===== config.mk =====
export PLATFORM = sky130hd
export DESIGN_NAME = ttc_top
export DESIGN_NICKNAME = d
export VERILOG_FILES = /design/src/rtl/ttc_pkg.sv /design/src/rtl/ttc_top.sv
export VERILOG_INCLUDE_DIRS = /design/src /design/src/rtl
export SDC_FILE = /design/constraint.sdc
export NUM_CORES = 1
export LEC_CHECK = 0
export ABC_AREA = 1
export BUFFER_PORTS_ARGS = -buffer_cell sky130_fd_sc_hd__buf_2
export CAP_MARGIN = 10
export CORE_MARGIN = 2
export CORE_UTILIZATION = 50
export DETAILED_ROUTE_END_ITERATION = 7
export GPL_TIMING_DRIVEN = 0
export PLACE_DENSITY_LB_ADDON = 0.12
export SLEW_MARGIN = 5
export SYNTH_ARGS = -nofsm -noshare
export SYNTH_HDL_FRONTEND = slang
export SYNTH_SLANG_ARGS = --single-unit

===== constraint.sdc =====
create_clock -name mclk -period 3.8 [get_ports mclk]
set_input_delay 0.19 -clock mclk [delete_from_list [all_inputs] [get_ports mclk]]
set_output_delay 0.19 -clock mclk [all_outputs]
set_load 0.005 [all_outputs]

===== src/rtl/ttc_regs.svh =====
// Register offsets, field positions, reset values and prescale counts of the timer block.
// Assumes a 32-bit AHB-Lite slave window; only haddr[7:0] is decoded.
`ifndef TTC_REGS_SVH
`define TTC_REGS_SVH
`define TTC_A_MODE      8'h00
`define TTC_A_CTRL      8'h04
`define TTC_A_T3CTL     8'h08
`define TTC_A_T3AUX     8'h0C
`define TTC_A_C1L       8'h10
`define TTC_A_C1H       8'h14
`define TTC_A_C2L       8'h18
`define TTC_A_C2H       8'h1C
`define TTC_A_C3L       8'h20
`define TTC_A_C3H       8'h24
`define TTC_A_RLDL      8'h28
`define TTC_A_RLDH      8'h2C
`define TTC_A_STAT      8'h30
`define TTC_A_MASK      8'h34
`define TTC_CTRL_RUN1   0
`define TTC_CTRL_RUN2   1
`define TTC_CTRL_SIX    4
`define TTC_T3_CAPSEL   0
`define TTC_T3_CNTSEL   1
`define TTC_T3_RUN      2
`define TTC_T3_EXTEN    3
`define TTC_T3_TXBAUD   4
`define TTC_T3_RXBAUD   5
`define TTC_AUX_CLKOE   1
`define TTC_ST_OVF1     0
`define TTC_ST_OVF2     1
`define TTC_ST_OVF3     2
`define TTC_ST_TRIG3    3
`define TTC_ST_SPLIT    4
`define TTC_ST_W        5
`define TTC_RST_BYTE    8'h00
`define TTC_RST_CNT     16'h0000
`define TTC_CNT_MAX     16'hFFFF
`define TTC_PRE_12      4'hB
`define TTC_PRE_6       4'h5
`endif


===== src/rtl/ttc_pkg.sv =====
// Types shared by the triple timer/counter block.
// Assumes the constants of ttc_regs.svh for field positions.
package ttc_pkg;
  typedef enum logic [1:0] {
    TTC_M13,
    TTC_M16,
    TTC_M8R,
    TTC_MSPLIT
  } ttc_mode_e;

  // One nibble of the shared mode register
  typedef struct packed {
    logic      gate;
    logic      cntSel;
    ttc_mode_e mode;
  } ttc_tcfg_s;

  typedef struct packed {
    logic [15:0] cnt;
    logic        ovf;
    logic        ovfHi;
  } ttc_step_s;

  // Synchronous pin inputs
  typedef struct packed {
    logic firstGatePin;
    logic secondGatePin;
    logic firstCountPin;
    logic secondCountPin;
    logic thirdTimerTriggerPin;
    logic clkPinIn;
  } ttc_pins_s;
endpackage


===== src/rtl/ttc_top.sv =====
// Three 16-bit timer/counters with clock output, reached over AHB-Lite.
// Assumes one slave on the bus (hreadyout is hready) and pins synchronous to mclk.
// Functional notes
// three 16-bit counters as byte pairs
// low mode nibble sets first timer
// high nibble sets second; mode 3 stops
// first gate pin falling toggles when gated
// second gate pin falling toggles when gated
// third control decodes reload/capture/counter/baud
// software sets third run bit separately
// no trigger: action only on overflow
// trigger falling edge also acts, not baud
// square wave on clock pin
// clock pin counts events for third
// software configures clock output bits
// clock frequency osc over n(65536-reload)
// reload is high:low unsigned word
// clock output overflows raise no flag
// baud and clock output together
// overflow sets flag; auto-reload reloads
// counters count falling input edges
// 13-bit mode overflows after 8192
//
// Local design decisions: the AHB-Lite interface to the registers and the address map.
`timescale 1ns/10ps
`include "ttc_regs.svh"

module ttc_top (
  // Clock and reset
  input  wire logic              mclk,
  input  wire logic              reset,
  // AHB-Lite slave
  input  wire logic              hsel,
  input  wire logic [31:0]       haddr,
  input  wire logic [1:0]        htrans,
  input  wire logic              hwrite,
  input  wire logic [2:0]        hsize,
  input  wire logic [31:0]       hwdata,
  input  wire logic              hready,
  output logic                   hreadyout,
  output logic                   hresp,
  output logic [31:0]            hrdata,
  // Pins
  input  ttc_pkg::ttc_pins_s     pins,
  output logic                   clkPinOut,
  output logic                   clkPinOe,
  // Baud ticks and interrupt
  output logic                   baudTxTick,
  output logic                   baudRxTick,
  output logic                   irqOut
);
  import ttc_pkg::*;

  logic [7:0]           modeReg_q, ctrlReg_q, t3Ctl_q, t3Aux_q, addr_q;
  logic [15:0]          c1_q, c2_q, c3_q, rcap_q;
  logic [`TTC_ST_W-1:0] stat_q, mask_q, statSet;
  logic [31:0]          rdData_q, rdMux;
  logic [5:0]           pinPrev_q, pinFall;
  logic [3:0]           presc_q;
  logic                 wrPend_q, rdWait_q, accept, machTick, halfTick;
  logic                 gate1On_q, gate2On_q, clkOut_q, baudTx_q, baudRx_q;
  logic                 run1, run2, tick1, tick2;
  logic                 t3Baud, t3Fast, t3Cap, t3Inc, t3Ovf, t3Trig;
  ttc_pins_s            fall;
  ttc_tcfg_s            cfg1, cfg2;
  ttc_step_s            st1, st2;
  // Count step for the first two timers in all four modes
  function automatic ttc_step_s stepTmr(input logic [15:0] c, input ttc_mode_e m,
                                        input logic incLo, input logic incHi);
    ttc_step_s  r;
    logic [13:0] v13;
    logic [16:0] v16;
    logic [8:0]  lo9;
    logic [8:0]  hi9;
    r   = '{cnt: c, ovf: 1'b0, ovfHi: 1'b0};
    v13 = {1'b0, c[15:8], c[4:0]} + 14'h0001;
    v16 = {1'b0, c} + 17'h00001;
    lo9 = {1'b0, c[7:0]} + 9'h001;
    hi9 = {1'b0, c[15:8]} + 9'h001;
    case (m)
      TTC_M13: begin
        r.cnt = incLo ? {v13[12:5], c[7:5], v13[4:0]} : c;
        r.ovf = incLo & v13[13];
      end
      TTC_M16: begin
        r.cnt = incLo ? v16[15:0] : c;
        r.ovf = incLo & v16[16];
      end
      TTC_M8R: begin
        r.cnt[7:0] = !incLo ? c[7:0] : (lo9[8] ? c[15:8] : lo9[7:0]);
        r.ovf      = incLo & lo9[8];
      end
      TTC_MSPLIT: begin
        if (incLo) begin
          r.cnt[7:0] = lo9[7:0];
          r.ovf      = lo9[8];
        end
        if (incHi) begin
          r.cnt[15:8] = hi9[7:0];
          r.ovfHi     = hi9[8];
        end
      end
      default: r = '{cnt: c, ovf: 1'b0, ovfHi: 1'b0};
    endcase
    return r;
  endfunction

  // Bus slave: writes take zero waits, reads one wait so hrdata comes from a flop
  assign accept    = hsel & htrans[1] & hready;
  assign hreadyout = ~rdWait_q;
  assign hresp     = 1'b0;
  assign hrdata    = rdData_q;

  always_ff @(posedge mclk or posedge reset) begin
    if (reset) begin
      addr_q   <= `TTC_RST_BYTE;
      wrPend_q <= 1'b0;
      rdWait_q <= 1'b0;
    end else begin
      rdWait_q <= accept & ~hwrite;
      wrPend_q <= accept & hwrite;
      if (accept) begin
        addr_q <= haddr[7:0];
      end
    end
  end

  function automatic logic wrAt(input logic [7:0] a);
    return wrPend_q && (addr_q == a);
  endfunction

  always_comb begin
    rdMux = 32'h0000_0000;
    case (addr_q)
      `TTC_A_MODE:  rdMux[7:0] = modeReg_q;
      `TTC_A_CTRL:  rdMux[7:0] = ctrlReg_q;
      `TTC_A_T3CTL: rdMux[7:0] = t3Ctl_q;
      `TTC_A_T3AUX: rdMux[7:0] = t3Aux_q;
      `TTC_A_C1L:   rdMux[7:0] = c1_q[7:0];
      `TTC_A_C1H:   rdMux[7:0] = c1_q[15:8];
      `TTC_A_C2L:   rdMux[7:0] = c2_q[7:0];
      `TTC_A_C2H:   rdMux[7:0] = c2_q[15:8];
      `TTC_A_C3L:   rdMux[7:0] = c3_q[7:0];
      `TTC_A_C3H:   rdMux[7:0] = c3_q[15:8];
      `TTC_A_RLDL:  rdMux[7:0] = rcap_q[7:0];
      `TTC_A_RLDH:  rdMux[7:0] = rcap_q[15:8];
      `TTC_A_STAT:  rdMux[`TTC_ST_W-1:0] = stat_q;
      `TTC_A_MASK:  rdMux[`TTC_ST_W-1:0] = mask_q;
      default:      rdMux = 32'h0000_0000;
    endcase
  end

  always_ff @(posedge mclk or posedge reset) begin
    if (reset) begin
      rdData_q <= 32'h0000_0000;
    end else if (rdWait_q) begin
      rdData_q <= rdMux;
    end
  end

  // Configuration registers
  always_ff @(posedge mclk or posedge reset) begin
    if (reset) begin
      modeReg_q <= `TTC_RST_BYTE;
      ctrlReg_q <= `TTC_RST_BYTE;
      t3Ctl_q   <= `TTC_RST_BYTE;
      t3Aux_q   <= `TTC_RST_BYTE;
      mask_q    <= '0;
    end else begin
      if (wrAt(`TTC_A_MODE)) modeReg_q <= hwdata[7:0];
      if (wrAt(`TTC_A_CTRL)) ctrlReg_q <= hwdata[7:0];
      if (wrAt(`TTC_A_T3CTL)) t3Ctl_q <= hwdata[7:0];
      if (wrAt(`TTC_A_T3AUX)) t3Aux_q <= hwdata[7:0];
      if (wrAt(`TTC_A_MASK)) mask_q <= hwdata[`TTC_ST_W-1:0];
    end
  end

  // Pin edges and machine-cycle prescaler
  assign pinFall = pinPrev_q & ~pins;
  assign fall    = ttc_pins_s'(pinFall);

  always_ff @(posedge mclk or posedge reset) begin
    if (reset) begin
      pinPrev_q <= '0;
    end else begin
      pinPrev_q <= pins;
    end
  end

  assign machTick = presc_q == (ctrlReg_q[`TTC_CTRL_SIX] ? `TTC_PRE_6 : `TTC_PRE_12);
  // Half-rate tick feeds clock output and baud: every 2 clocks, or every clock in 6-clock mode
  assign halfTick = ctrlReg_q[`TTC_CTRL_SIX] | presc_q[0];

  always_ff @(posedge mclk or posedge reset) begin
    if (reset) begin
      presc_q <= 4'h0;
    end else begin
      presc_q <= machTick ? 4'h0 : presc_q + 4'h1;
    end
  end

  // First and second timers
  assign cfg1  = ttc_tcfg_s'(modeReg_q[3:0]);
  assign cfg2  = ttc_tcfg_s'(modeReg_q[7:4]);
  assign run1  = ctrlReg_q[`TTC_CTRL_RUN1] & (~cfg1.gate | gate1On_q);
  assign run2  = ctrlReg_q[`TTC_CTRL_RUN2] & (~cfg2.gate | gate2On_q);
  assign tick1 = cfg1.cntSel ? fall.firstCountPin : machTick;
  // Counter use of split mode is not offered on the second timer
  assign tick2 = cfg2.cntSel ? fall.secondCountPin : machTick;
  assign st1   = stepTmr(c1_q, cfg1.mode, run1 & tick1,
                         ctrlReg_q[`TTC_CTRL_RUN2] & machTick);
  assign st2   = stepTmr(c2_q, cfg2.mode, run2 & tick2 & (cfg2.mode != TTC_MSPLIT),
                         1'b0);

  always_ff @(posedge mclk or posedge reset) begin
    if (reset) begin
      gate1On_q <= 1'b0;
      gate2On_q <= 1'b0;
    end else begin
      if (!ctrlReg_q[`TTC_CTRL_RUN1]) gate1On_q <= 1'b0;
      else if (cfg1.gate && fall.firstGatePin) gate1On_q <= ~gate1On_q;
      if (!ctrlReg_q[`TTC_CTRL_RUN2]) gate2On_q <= 1'b0;
      else if (cfg2.gate && fall.secondGatePin) gate2On_q <= ~gate2On_q;
    end
  end

  // A software write to a count byte wins over the hardware step
  always_ff @(posedge mclk or posedge reset) begin
    if (reset) begin
      c1_q <= `TTC_RST_CNT;
    end else if (wrAt(`TTC_A_C1L)) begin
      c1_q <= {c1_q[15:8], hwdata[7:0]};
    end else if (wrAt(`TTC_A_C1H)) begin
      c1_q <= {hwdata[7:0], c1_q[7:0]};
    end else begin
      c1_q <= st1.cnt;
    end
  end

  always_ff @(posedge mclk or posedge reset) begin
    if (reset) begin
      c2_q <= `TTC_RST_CNT;
    end else if (wrAt(`TTC_A_C2L)) begin
      c2_q <= {c2_q[15:8], hwdata[7:0]};
    end else if (wrAt(`TTC_A_C2H)) begin
      c2_q <= {hwdata[7:0], c2_q[7:0]};
    end else begin
      c2_q <= st2.cnt;
    end
  end

  // Third timer
  assign t3Baud = t3Ctl_q[`TTC_T3_TXBAUD] | t3Ctl_q[`TTC_T3_RXBAUD];
  assign t3Fast = t3Baud | t3Aux_q[`TTC_AUX_CLKOE];
  assign t3Cap  = t3Ctl_q[`TTC_T3_CAPSEL] & ~t3Fast;
  assign t3Inc  = t3Ctl_q[`TTC_T3_RUN] & (t3Ctl_q[`TTC_T3_CNTSEL] ? fall.clkPinIn
                                         : (t3Fast ? halfTick : machTick));
  assign t3Ovf  = t3Inc & (c3_q == `TTC_CNT_MAX);
  assign t3Trig = t3Ctl_q[`TTC_T3_EXTEN] & ~t3Baud & fall.thirdTimerTriggerPin;

  always_ff @(posedge mclk or posedge reset) begin
    if (reset) begin
      c3_q <= `TTC_RST_CNT;
    end else if (wrAt(`TTC_A_C3L)) begin
      c3_q <= {c3_q[15:8], hwdata[7:0]};
    end else if (wrAt(`TTC_A_C3H)) begin
      c3_q <= {hwdata[7:0], c3_q[7:0]};
    end else if (t3Ovf) begin
      c3_q <= t3Cap ? `TTC_RST_CNT : rcap_q;
    end else if (t3Trig && !t3Cap) begin
      c3_q <= rcap_q;
    end else if (t3Inc) begin
      c3_q <= c3_q + 16'h0001;
    end
  end

  always_ff @(posedge mclk or posedge reset) begin
    if (reset) begin
      rcap_q <= `TTC_RST_CNT;
    end else if (wrAt(`TTC_A_RLDL)) begin
      rcap_q <= {rcap_q[15:8], hwdata[7:0]};
    end else if (wrAt(`TTC_A_RLDH)) begin
      rcap_q <= {hwdata[7:0], rcap_q[7:0]};
    end else if (t3Trig && t3Cap) begin
      rcap_q <= c3_q;
    end
  end

  // Toggle on each overflow gives equal high and low times
  always_ff @(posedge mclk or posedge reset) begin
    if (reset) begin
      clkOut_q <= 1'b0;
      baudTx_q <= 1'b0;
      baudRx_q <= 1'b0;
    end else begin
      if (t3Ovf && t3Aux_q[`TTC_AUX_CLKOE]) clkOut_q <= ~clkOut_q;
      baudTx_q <= t3Ovf & t3Ctl_q[`TTC_T3_TXBAUD];
      baudRx_q <= t3Ovf & t3Ctl_q[`TTC_T3_RXBAUD];
    end
  end

  assign clkPinOut  = clkOut_q;
  assign clkPinOe   = t3Aux_q[`TTC_AUX_CLKOE] & ~t3Ctl_q[`TTC_T3_CNTSEL];
  assign baudTxTick = baudTx_q;
  assign baudRxTick = baudRx_q;

  // Sticky status, cleared by a read; a set in the same cycle survives
  always_comb begin
    statSet = '0;
    statSet[`TTC_ST_OVF1]  = st1.ovf;
    statSet[`TTC_ST_OVF2]  = st2.ovf;
    statSet[`TTC_ST_OVF3]  = t3Ovf & ~t3Fast;
    statSet[`TTC_ST_TRIG3] = t3Trig;
    statSet[`TTC_ST_SPLIT] = st1.ovfHi;
  end

  always_ff @(posedge mclk or posedge reset) begin
    if (reset) begin
      stat_q <= '0;
    end else if (rdWait_q && addr_q == `TTC_A_STAT) begin
      stat_q <= statSet;
    end else begin
      stat_q <= stat_q | statSet;
    end
  end

  assign irqOut = |(stat_q & mask_q);
endmodule


==> metrics.md, run 1 <==
| Metric | Value |
|---|---|
| Status | `completed` |
| Top FF cell, synth | `dfrtp_1` |
| Die Wd | `roughly 140 µm` |
| Placed cell area | `roughly 0.010 mm²` |
| Min Hold Slack | `about 0.013 ns` |
| 1st-iter DRT viols | `between 900 and 1000` |
| Area delta synth->final | `15.0%` |
| Share of the synthesized area in the top cell type | `a little over a third` |
| Post-CTS Hold Buffers | `13` |
| Number of synthesized flops with an enable pin | `0` |
| WL final | `around 33000 µm` |
| GPL Wtd Cong | `slightly below 1` |
| Share of cells above drive strength 1 | `13.9%` |
| Setup Total Neg Slack | `0 ns` |
| Fmax | `approximately 0.44 GHz` |
| Setup slack after layout | `1.53 ns` |
| Post-synthesis cell count | `around 1400` |
| Utilization after layout | `between 50% and 60%` |
| Register area | `between 0.003 and 0.004 mm²` |
| CP Buf/Inv Count | `1` |
| Post-CTS setup buffer count | `0` |
| Synth top area cells | `dfrtp_1 (36%), nand2_1 (16%), nand3_1 (6.3%)` |
| Clock Pin Slew Worst Setup and Hold Paths | `about 0.070 ns` |
| Routed len/inst | `roughly 19 µm` |
| Post-route insts no fill | `~1800` |
| Via count | `roughly 10000` |
| Worst Tran Pin Value | `around 0.90 ns` |
| Flop2flop setup slack | `1.53 ns` |
| Design area | `between 0.01 and 0.015 mm²` |
| Global route overflow | `0` |
| Final HPWL DP | `24900 µm` |
| Slowest CP cell | `dfrtp_1` |
| CTS tree | `done` |
| Yosys warning count | `0` |
| Worst-path maximum fanout | `9` |
| Initial antenna violation count | `1` |
| Register area share after synthesis | `between 30% and 40%` |
| IO Port Bufs | `approximately 40` |
| Worst vdd ir | `about 0.36 mV` |
| Final hold viol count | `0` |
| P per Cell Area | `~420 mW/mm²` |
| CP peak stage delay | `~0.45 ns` |
| CTS H-tree lvls | `4` |
| Core ar. | `about 0.019 mm²` |
| Tcrit/Tclk final | `59.8%` |
| Crit-path most repeated cell | `nand2_1` |
| Delay-heaviest family, CP | `simple AND/OR/NAND/NOR gates` |
| Fin crit period | `approximately 2.3 ns` |
| Pwr Total | `4.69 mW` |
| Fin. max-slew vios | `0` |
| Element type at the critical path end | `flip-flop` |
| Initial core utilization | `between 50% and 60%` |
| Synth cell types | `between 40 and 50` |
| Die Y-Extent | `143 µm` |
| Number of global-route vias before repair | `about 9300` |
| Nets@finish | `1609` |
| Req. time, crit path | `4.09 ns` |
| Leak pwr | `about 5.8 nW` |
| First-pass GRT wire length | `between 50000 and 60000 µm` |
| Synth top cells by count | `nand2_1 (422), dfrtp_1 (139), inv_1 (139), nor2_1 (135), nand3_1 (122)` |
| Die Area | `~0.021 mm²` |
| Critical path arrival | `around 2.6 ns` |
| ANT cells | `0` |
| Max_cap viols | `0` |
| RSZ-0062 raised after global routing | `false` |
| DRC violation count after routing | `0` |
| Post-synth ARST share | `100%` |
| Post-Place Setup Slack | `1.57 ns` |
| Syn Std Cell Area | `0.00972 mm²` |
| Clock Sinks | `~140` |
| Kind of critical path | `reg2reg` |
| HP Class | `in2reg` |
| Worst skew pair latency | `~0.44 ns` |
| CTS Buffer Depth | `2` |
| DRT antenna net count | `0` |
| Clock Skews | `0.0176 ns` |
| Vias per cell | `5.64` |
| Cells along the critical path | `ha_1 -> inv_1 -> nand2_1 -> nor3_1 -> o21ai_2 -> nor3_4 -> nor2_4 -> nand2_1 -> o211ai_1` |
| Ports | `~120` |
| Row count | `50` |
| # setup viols final | `0` |
| Placed insts | `1744` |
| Largest net degree at the start of global routing | `40` |
| Multi-input combinational cell area | `between 0.005 and 0.006 mm²` |
| Total CTS buffers | `17` |
| Post-Syn Area per Cell | `between 6 and 7 µm²` |
| Post-CTS Resized | `0` |
| #FFs+latches synth | `139` |
| Filler cells | `between 1500 and 2000` |
| Synth area leader | `dfrtp_1` |
| Max-slew headroom | `between 40% and 50%` |
| Most numerous cell in the Yosys netlist | `nand2_1` |
| Type of origin of the critical path | `flip-flop` |
| Total GRT Usage | `between 30% and 40%` |
| DRT Pass-1 Iters | `5` |
| Root Buffer Master | `clkbuf_16` |
-- worst min-delay path, delay by kind of cell --
family	cells	cell delay (ns)
compound gates	1	0.10
buf+inv	1	0.08
simple gates	1	0.04
-- flip-flops by register name, summed over array words and instances (netlist names) --
signal / flops
c1_q: 16
rdWait_q: 1
mask_q: 5
addr_q: 8
c2_q: 16
hrdata: 8
t3Ctl_q: 8
rcap_q: 16
gate1On_q: 1
modeReg_q: 8
t3Aux_q: 8
stat_q: 5
baudTxTick: 1
clkPinOut: 1
baudRxTick: 1
presc_q: 4
wrPend_q: 1
ctrlReg_q: 8
pinPrev_q: 6
gate2On_q: 1
c3_q: 16
-- layer usage --
metal | wire [µm] | GRT usage [%] | vias up | share of wire (%)
met5 | 0 | 0 | - | 0
met3 | 2900 | 6.43 | 91 | 8.7
li1 | - | - | 4807 | -
met2 | 14900 | 52.1 | 466 | 45
met1 | 14300 | 46.6 | 4721 | 43
met4 | 1230 | 14.0 | 0 | 3.7
-- kinds of logic (layout without fill, tap and decap cells) --
logic type | count (synthesis) | in the layout | synth area share [%]
AND/OR/NAND/NOR | 778 | 778 | 35.9
AO/OA/AOI/OAI | 246 | 246 | 14.6
buffers and inverters | 215 | 305 | 9.83
flip-flops | 139 | 139 | 35.8
XOR/XNOR | 20 | 20 | 1.80
adder cells (fa/ha/maj) | 13 | 13 | 1.67
multiplexers | 3 | 3 | 0.348
other | 1 | 25 | 0.0386
-- final cells by class --
cell class / count / share of cell area (%)
multi-input cells: 1085 / 48.1
flip-flops and latches: 139 / 31.1
inverters: 161 / 5.51
clock buffers: 17 / 3.81
repair buffers: 58 / 3.79
plain buffers: 54 / 3.07
well taps: 260 / 2.91
clock inverters: 15 / 1.69
-- report_power, final --
group          internal [mW]  switching (mW)
Combinational          0.381           0.683
Clock                  0.896           0.828
Sequential              1.65           0.246
Total                   2.93            1.76
-- layout by cell type (no fill, tap or decap), types with 11 or more instances in the layout --
master,count
nor2_2,14
nand4_1,25
nor3_1,11
inv_2,16
nand3_1,122
clkbuf_16,17
nor2_1,135
ha_1,13
nand2_1,422
a21oi_1,55
buf_4,28
o21ai_1,16
xor2_1,16
o21ai_0,103
dlygate4sd3_1,13
clkbuf_1,12
o22ai_1,13
dfrtp_1,139
buf_2,51
nand2_2,15
o211ai_1,32
inv_1,138
conb_1,25
-- path summary, 6_finish.rpt --
| kind | startpoint | end | cells after the start |
|---|---|---|---|
| max in group asynchronous | reset | c3_q[6]$_DFFE_PP0P_ | 5 |
| worst max-delay path | modeReg_q[4]$_DFFE_PP0P_ | c2_q[13]$_DFFE_PP0P_ | 9 |
| worst min register to register | gate1On_q$_DFFE_PP0P_ | gate1On_q$_DFFE_PP0P_ | 1 |
| min in group asynchronous | reset | pinPrev_q[4]$_DFF_PP0_ | 3 |
| worst max register to register | modeReg_q[4]$_DFFE_PP0P_ | c2_q[13]$_DFFE_PP0P_ | 9 |
| worst min-delay path | haddr[2] | addr_q[2]$_DFFE_PP0P_ | 3 |
No activity file was read; power rests on OpenSTA's default activity.
==> run 2, diff against run 1 <==
clock period = 1.9 ns   (was 3.8 ns; I/O delays follow)
==> metrics.md, run 2 (synthesized netlist as in run 1, its figures left out) <==
| Metric | Value |
|---|---|
| Clock Sinks | `139 (unchanged)` |
| Root Buffer Master | `clkbuf_16` |
| Kind of critical path | `reg2reg` |
| Pwr Total | `9.75 mW (+110%)` |
| Clock Skews | `0.0165 ns (-0.00114 ns)` |
| # setup viols final | `11 (+11)` |
| Hold depth | `3 (unchanged)` |
| Area delta synth->final | `29.7%` |
| Nets@finish | `1691 (+5.1%)` |
| Comb power frac | `25.4% (+2.7 points)` |
| Setup Total Neg Slack | `-0.349 ns (-0.349 ns)` |
| Die Wd | `143 µm (unchanged)` |
| Core ar. | `0.0189 mm² (unchanged)` |
| Largest net degree at the start of global routing | `40 (unchanged)` |
| Switching Fraction | `38.0% (+0.54 points)` |
| Pint | `6.04 mW (+110%)` |
| Worst-path maximum fanout | `8 (-1)` |
| HP Class | `in2reg` |
| Utilization after layout | `66.7% (+7.6 points)` |
| Via count | `10700 (+5.8%)` |
| Share of cells above drive strength 1 | `25.4% (+11 points)` |
| Switch Pwr | `3.71 mW (+110%)` |
| Min Hold Slack | `0.0112 ns (-0.00169 ns)` |
| Global route overflow | `0 (unchanged)` |
| Max-slew headroom | `38.0% (-2.3 points)` |
| CTS H-tree lvls | `4 (unchanged)` |
| Worst Tran Pin Value | `0.929 ns (+0.0344 ns)` |
| Total CTS buffers | `17 (unchanged)` |
| Setup slack after layout | `-0.0835 ns (-1.61 ns)` |
| R2R Path End | `c2_q[3]$_DFFE_PP0P_` |
| Post-route insts no fill | `1871 (+4.6%)` |
| Ports | `119 (unchanged)` |
| Type of origin of the critical path | `flip-flop` |
| Status | `complete, but fails checks` |
| P per Cell Area | `774 mW/mm² (+85%)` |
| Met2 GRT Util | `53.8% (+1.8 points)` |
| Leading cell type in the layout, fill and taps excluded | `nand2_1` |
| Routed len/inst | `19.0 µm (+2.2%)` |
| CTS tree | `done` |
| Die Area | `0.0206 mm² (unchanged)` |
| DRC violation count after routing | `0 (unchanged)` |
| GPL Wtd Cong | `0.960 (unchanged)` |
| IO Port Bufs | `41 (unchanged)` |
| Initial core utilization | `51.4% (unchanged)` |
| DRT Pass-1 Iters | `6 (+1)` |
| First-pass GRT wire length | `53100 µm (+1.8%)` |
| Die Y-Extent | `143 µm (unchanged)` |
| Crit path launch | `c2_q[4]$_DFFE_PP0P_` |
| Reg2reg path depth | `10 (+1)` |
| Met1 track demand over resource | `46.8% (+0.17 points)` |
| Element type at the critical path end | `flip-flop` |
| ANT cells | `0 (unchanged)` |
| Most frequent cells in the layout | `nand2_1 (390), inv_1 (126), dfrtp_1 (126)` |
| Sequential share of power | `39.1% (-1.4 points)` |
| DRT antenna net count | `0 (unchanged)` |
| Req. time, crit path | `2.27 ns (-1.82 ns)` |
| Failing checks | `negative setup slack` |
| Top Usage Layer GRT | `met2` |
| WL final | `35500 µm (+6.9%)` |
| Hold path startpoint | `hwdata[1]` |
| Flop2flop setup slack | `-0.08 ns (-1.61 ns)` |
| Fmax | `0.504 GHz (+15%)` |
| Clk pwr share | `35.5% (-1.3 points)` |
| Worst r2r src | `c2_q[4]$_DFFE_PP0P_` |
| Vias per cell | `5.70 (+1.1%)` |
| Tcrit/Tclk final | `104% (+45 points)` |
| Initial antenna violation count | `0 (-1)` |
| Leak pwr | `6.38 nW (+11%)` |
| Final HPWL DP | `24900 µm (unchanged)` |
| Final hold viol count | `0 (unchanged)` |
| Number of global-route vias before repair | `9525 (+2.1%)` |
| Fin. max-slew vios | `0 (unchanged)` |
| Clock Pin Slew Worst Setup and Hold Paths | `0.08 ns (about the same)` |
| Critical path arrival | `2.36 ns (-0.20 ns)` |
| Worst skew pair latency | `0.45 ns (about the same)` |
| 1st-iter DRT viols | `1090 (+15%)` |
| CTS Buffer Depth | `2 (unchanged)` |
| Worst vdd ir | `0.699 mV (+95%)` |
| Row count | `50 (unchanged)` |
| Met3 GRT Util | `6.86% (+0.43 points)` |
| CP endpoint | `c2_q[3]$_DFFE_PP0P_` |
| Placed insts | `1744 (unchanged)` |
| Max_cap viols | `0 (unchanged)` |
| Total GRT Usage | `34.3% (+0.54 points)` |
| RSZ-0062 raised after global routing | `true` |
| Fin crit period | `1.98 ns (-0.288 ns)` |
==> run 2: what timing repair did <==
| action | 4_1_cts | 5_1_grt |
|---|---|---|
| pin swaps | 7 | 53 |
| setup buffers | 15 | 63 |
| gates resized for setup | 55 | 179 |
| gates cloned | 1 | 2 |
| setup endpoints to repair | 69 | 111 |
| hold buffers | 17 | 0 |
| endpoints found under the hold margin | 42 | 0 |
==> run 2: how the worst min path moves through the flow <==
stage,endpoint,slack [ns]
floorplan,pinPrev_q[0]$_DFF_PP0_,0.13
global placement,pinPrev_q[3]$_DFF_PP0_,0.22
detailed placement,pinPrev_q[4]$_DFF_PP0_,0.22
CTS,rcap_q[9]$_DFFE_PP0P_,0.004
global route,rcap_q[9]$_DFFE_PP0P_,0.008
finish,rcap_q[9]$_DFFE_PP0P_,0.01
==> run 2: cell type report <==
type | instances | area (µm²)
Fill cell | 1651 | 6290
Clock inverter | 15 | 189
Clock buffer | 17 | 425
Multi-Input combinational cell | 1086 | 6000
Buffer | 52 | 377
Sequential cell | 139 | 3490
Timing Repair Buffer | 141 | 1130
Inverter | 161 | 654
Tap cell | 260 | 325
==> run 2: power groups by stage <==
| stage | clock, mW | sequential (mW) | combinational [mW] |
|---|---|---|---|
| floorplan | 0 | 3.66 | 1.56 |
| global placement | 0 | 3.83 | 2.03 |
| detailed placement | 0 | 3.82 | 2.07 |
| CTS | 3.49 | 3.76 | 2.20 |
| global route | 3.62 | 3.85 | 2.74 |
| finish | 3.46 | 3.81 | 2.48 |
==> run 2: critical path, stage by stage, from the launching register on <==
cell and delay, ns:
dfrtp_1 0.51, inv_1 0.22, nor2_4 0.20, nand3_4 0.19, nor3_4 0.32, nand2_1 0.10, o21ai_1 0.09, nand2_1 0.06
nand2_1 0.07, nand3_1 0.08, nand2_1 0.08
==> run 2: layer usage <==
layer  wire (µm)  share of wire (%)
met1       14600                 41
met2       16200                 46
met3        3350                9.4
met4        1310                3.7
met5           0                  0
==> run 2: per-stage QoR <==
step | area (µm²) | worst slack [ns]
after global placement | 10300 | -0.921
after CTS | 11500 | -0.0353
final | 12600 | -0.0835
after detailed placement | 10400 | -0.334
after global routing | 12600 | -0.191
after floorplan | 9810 | 0.0699
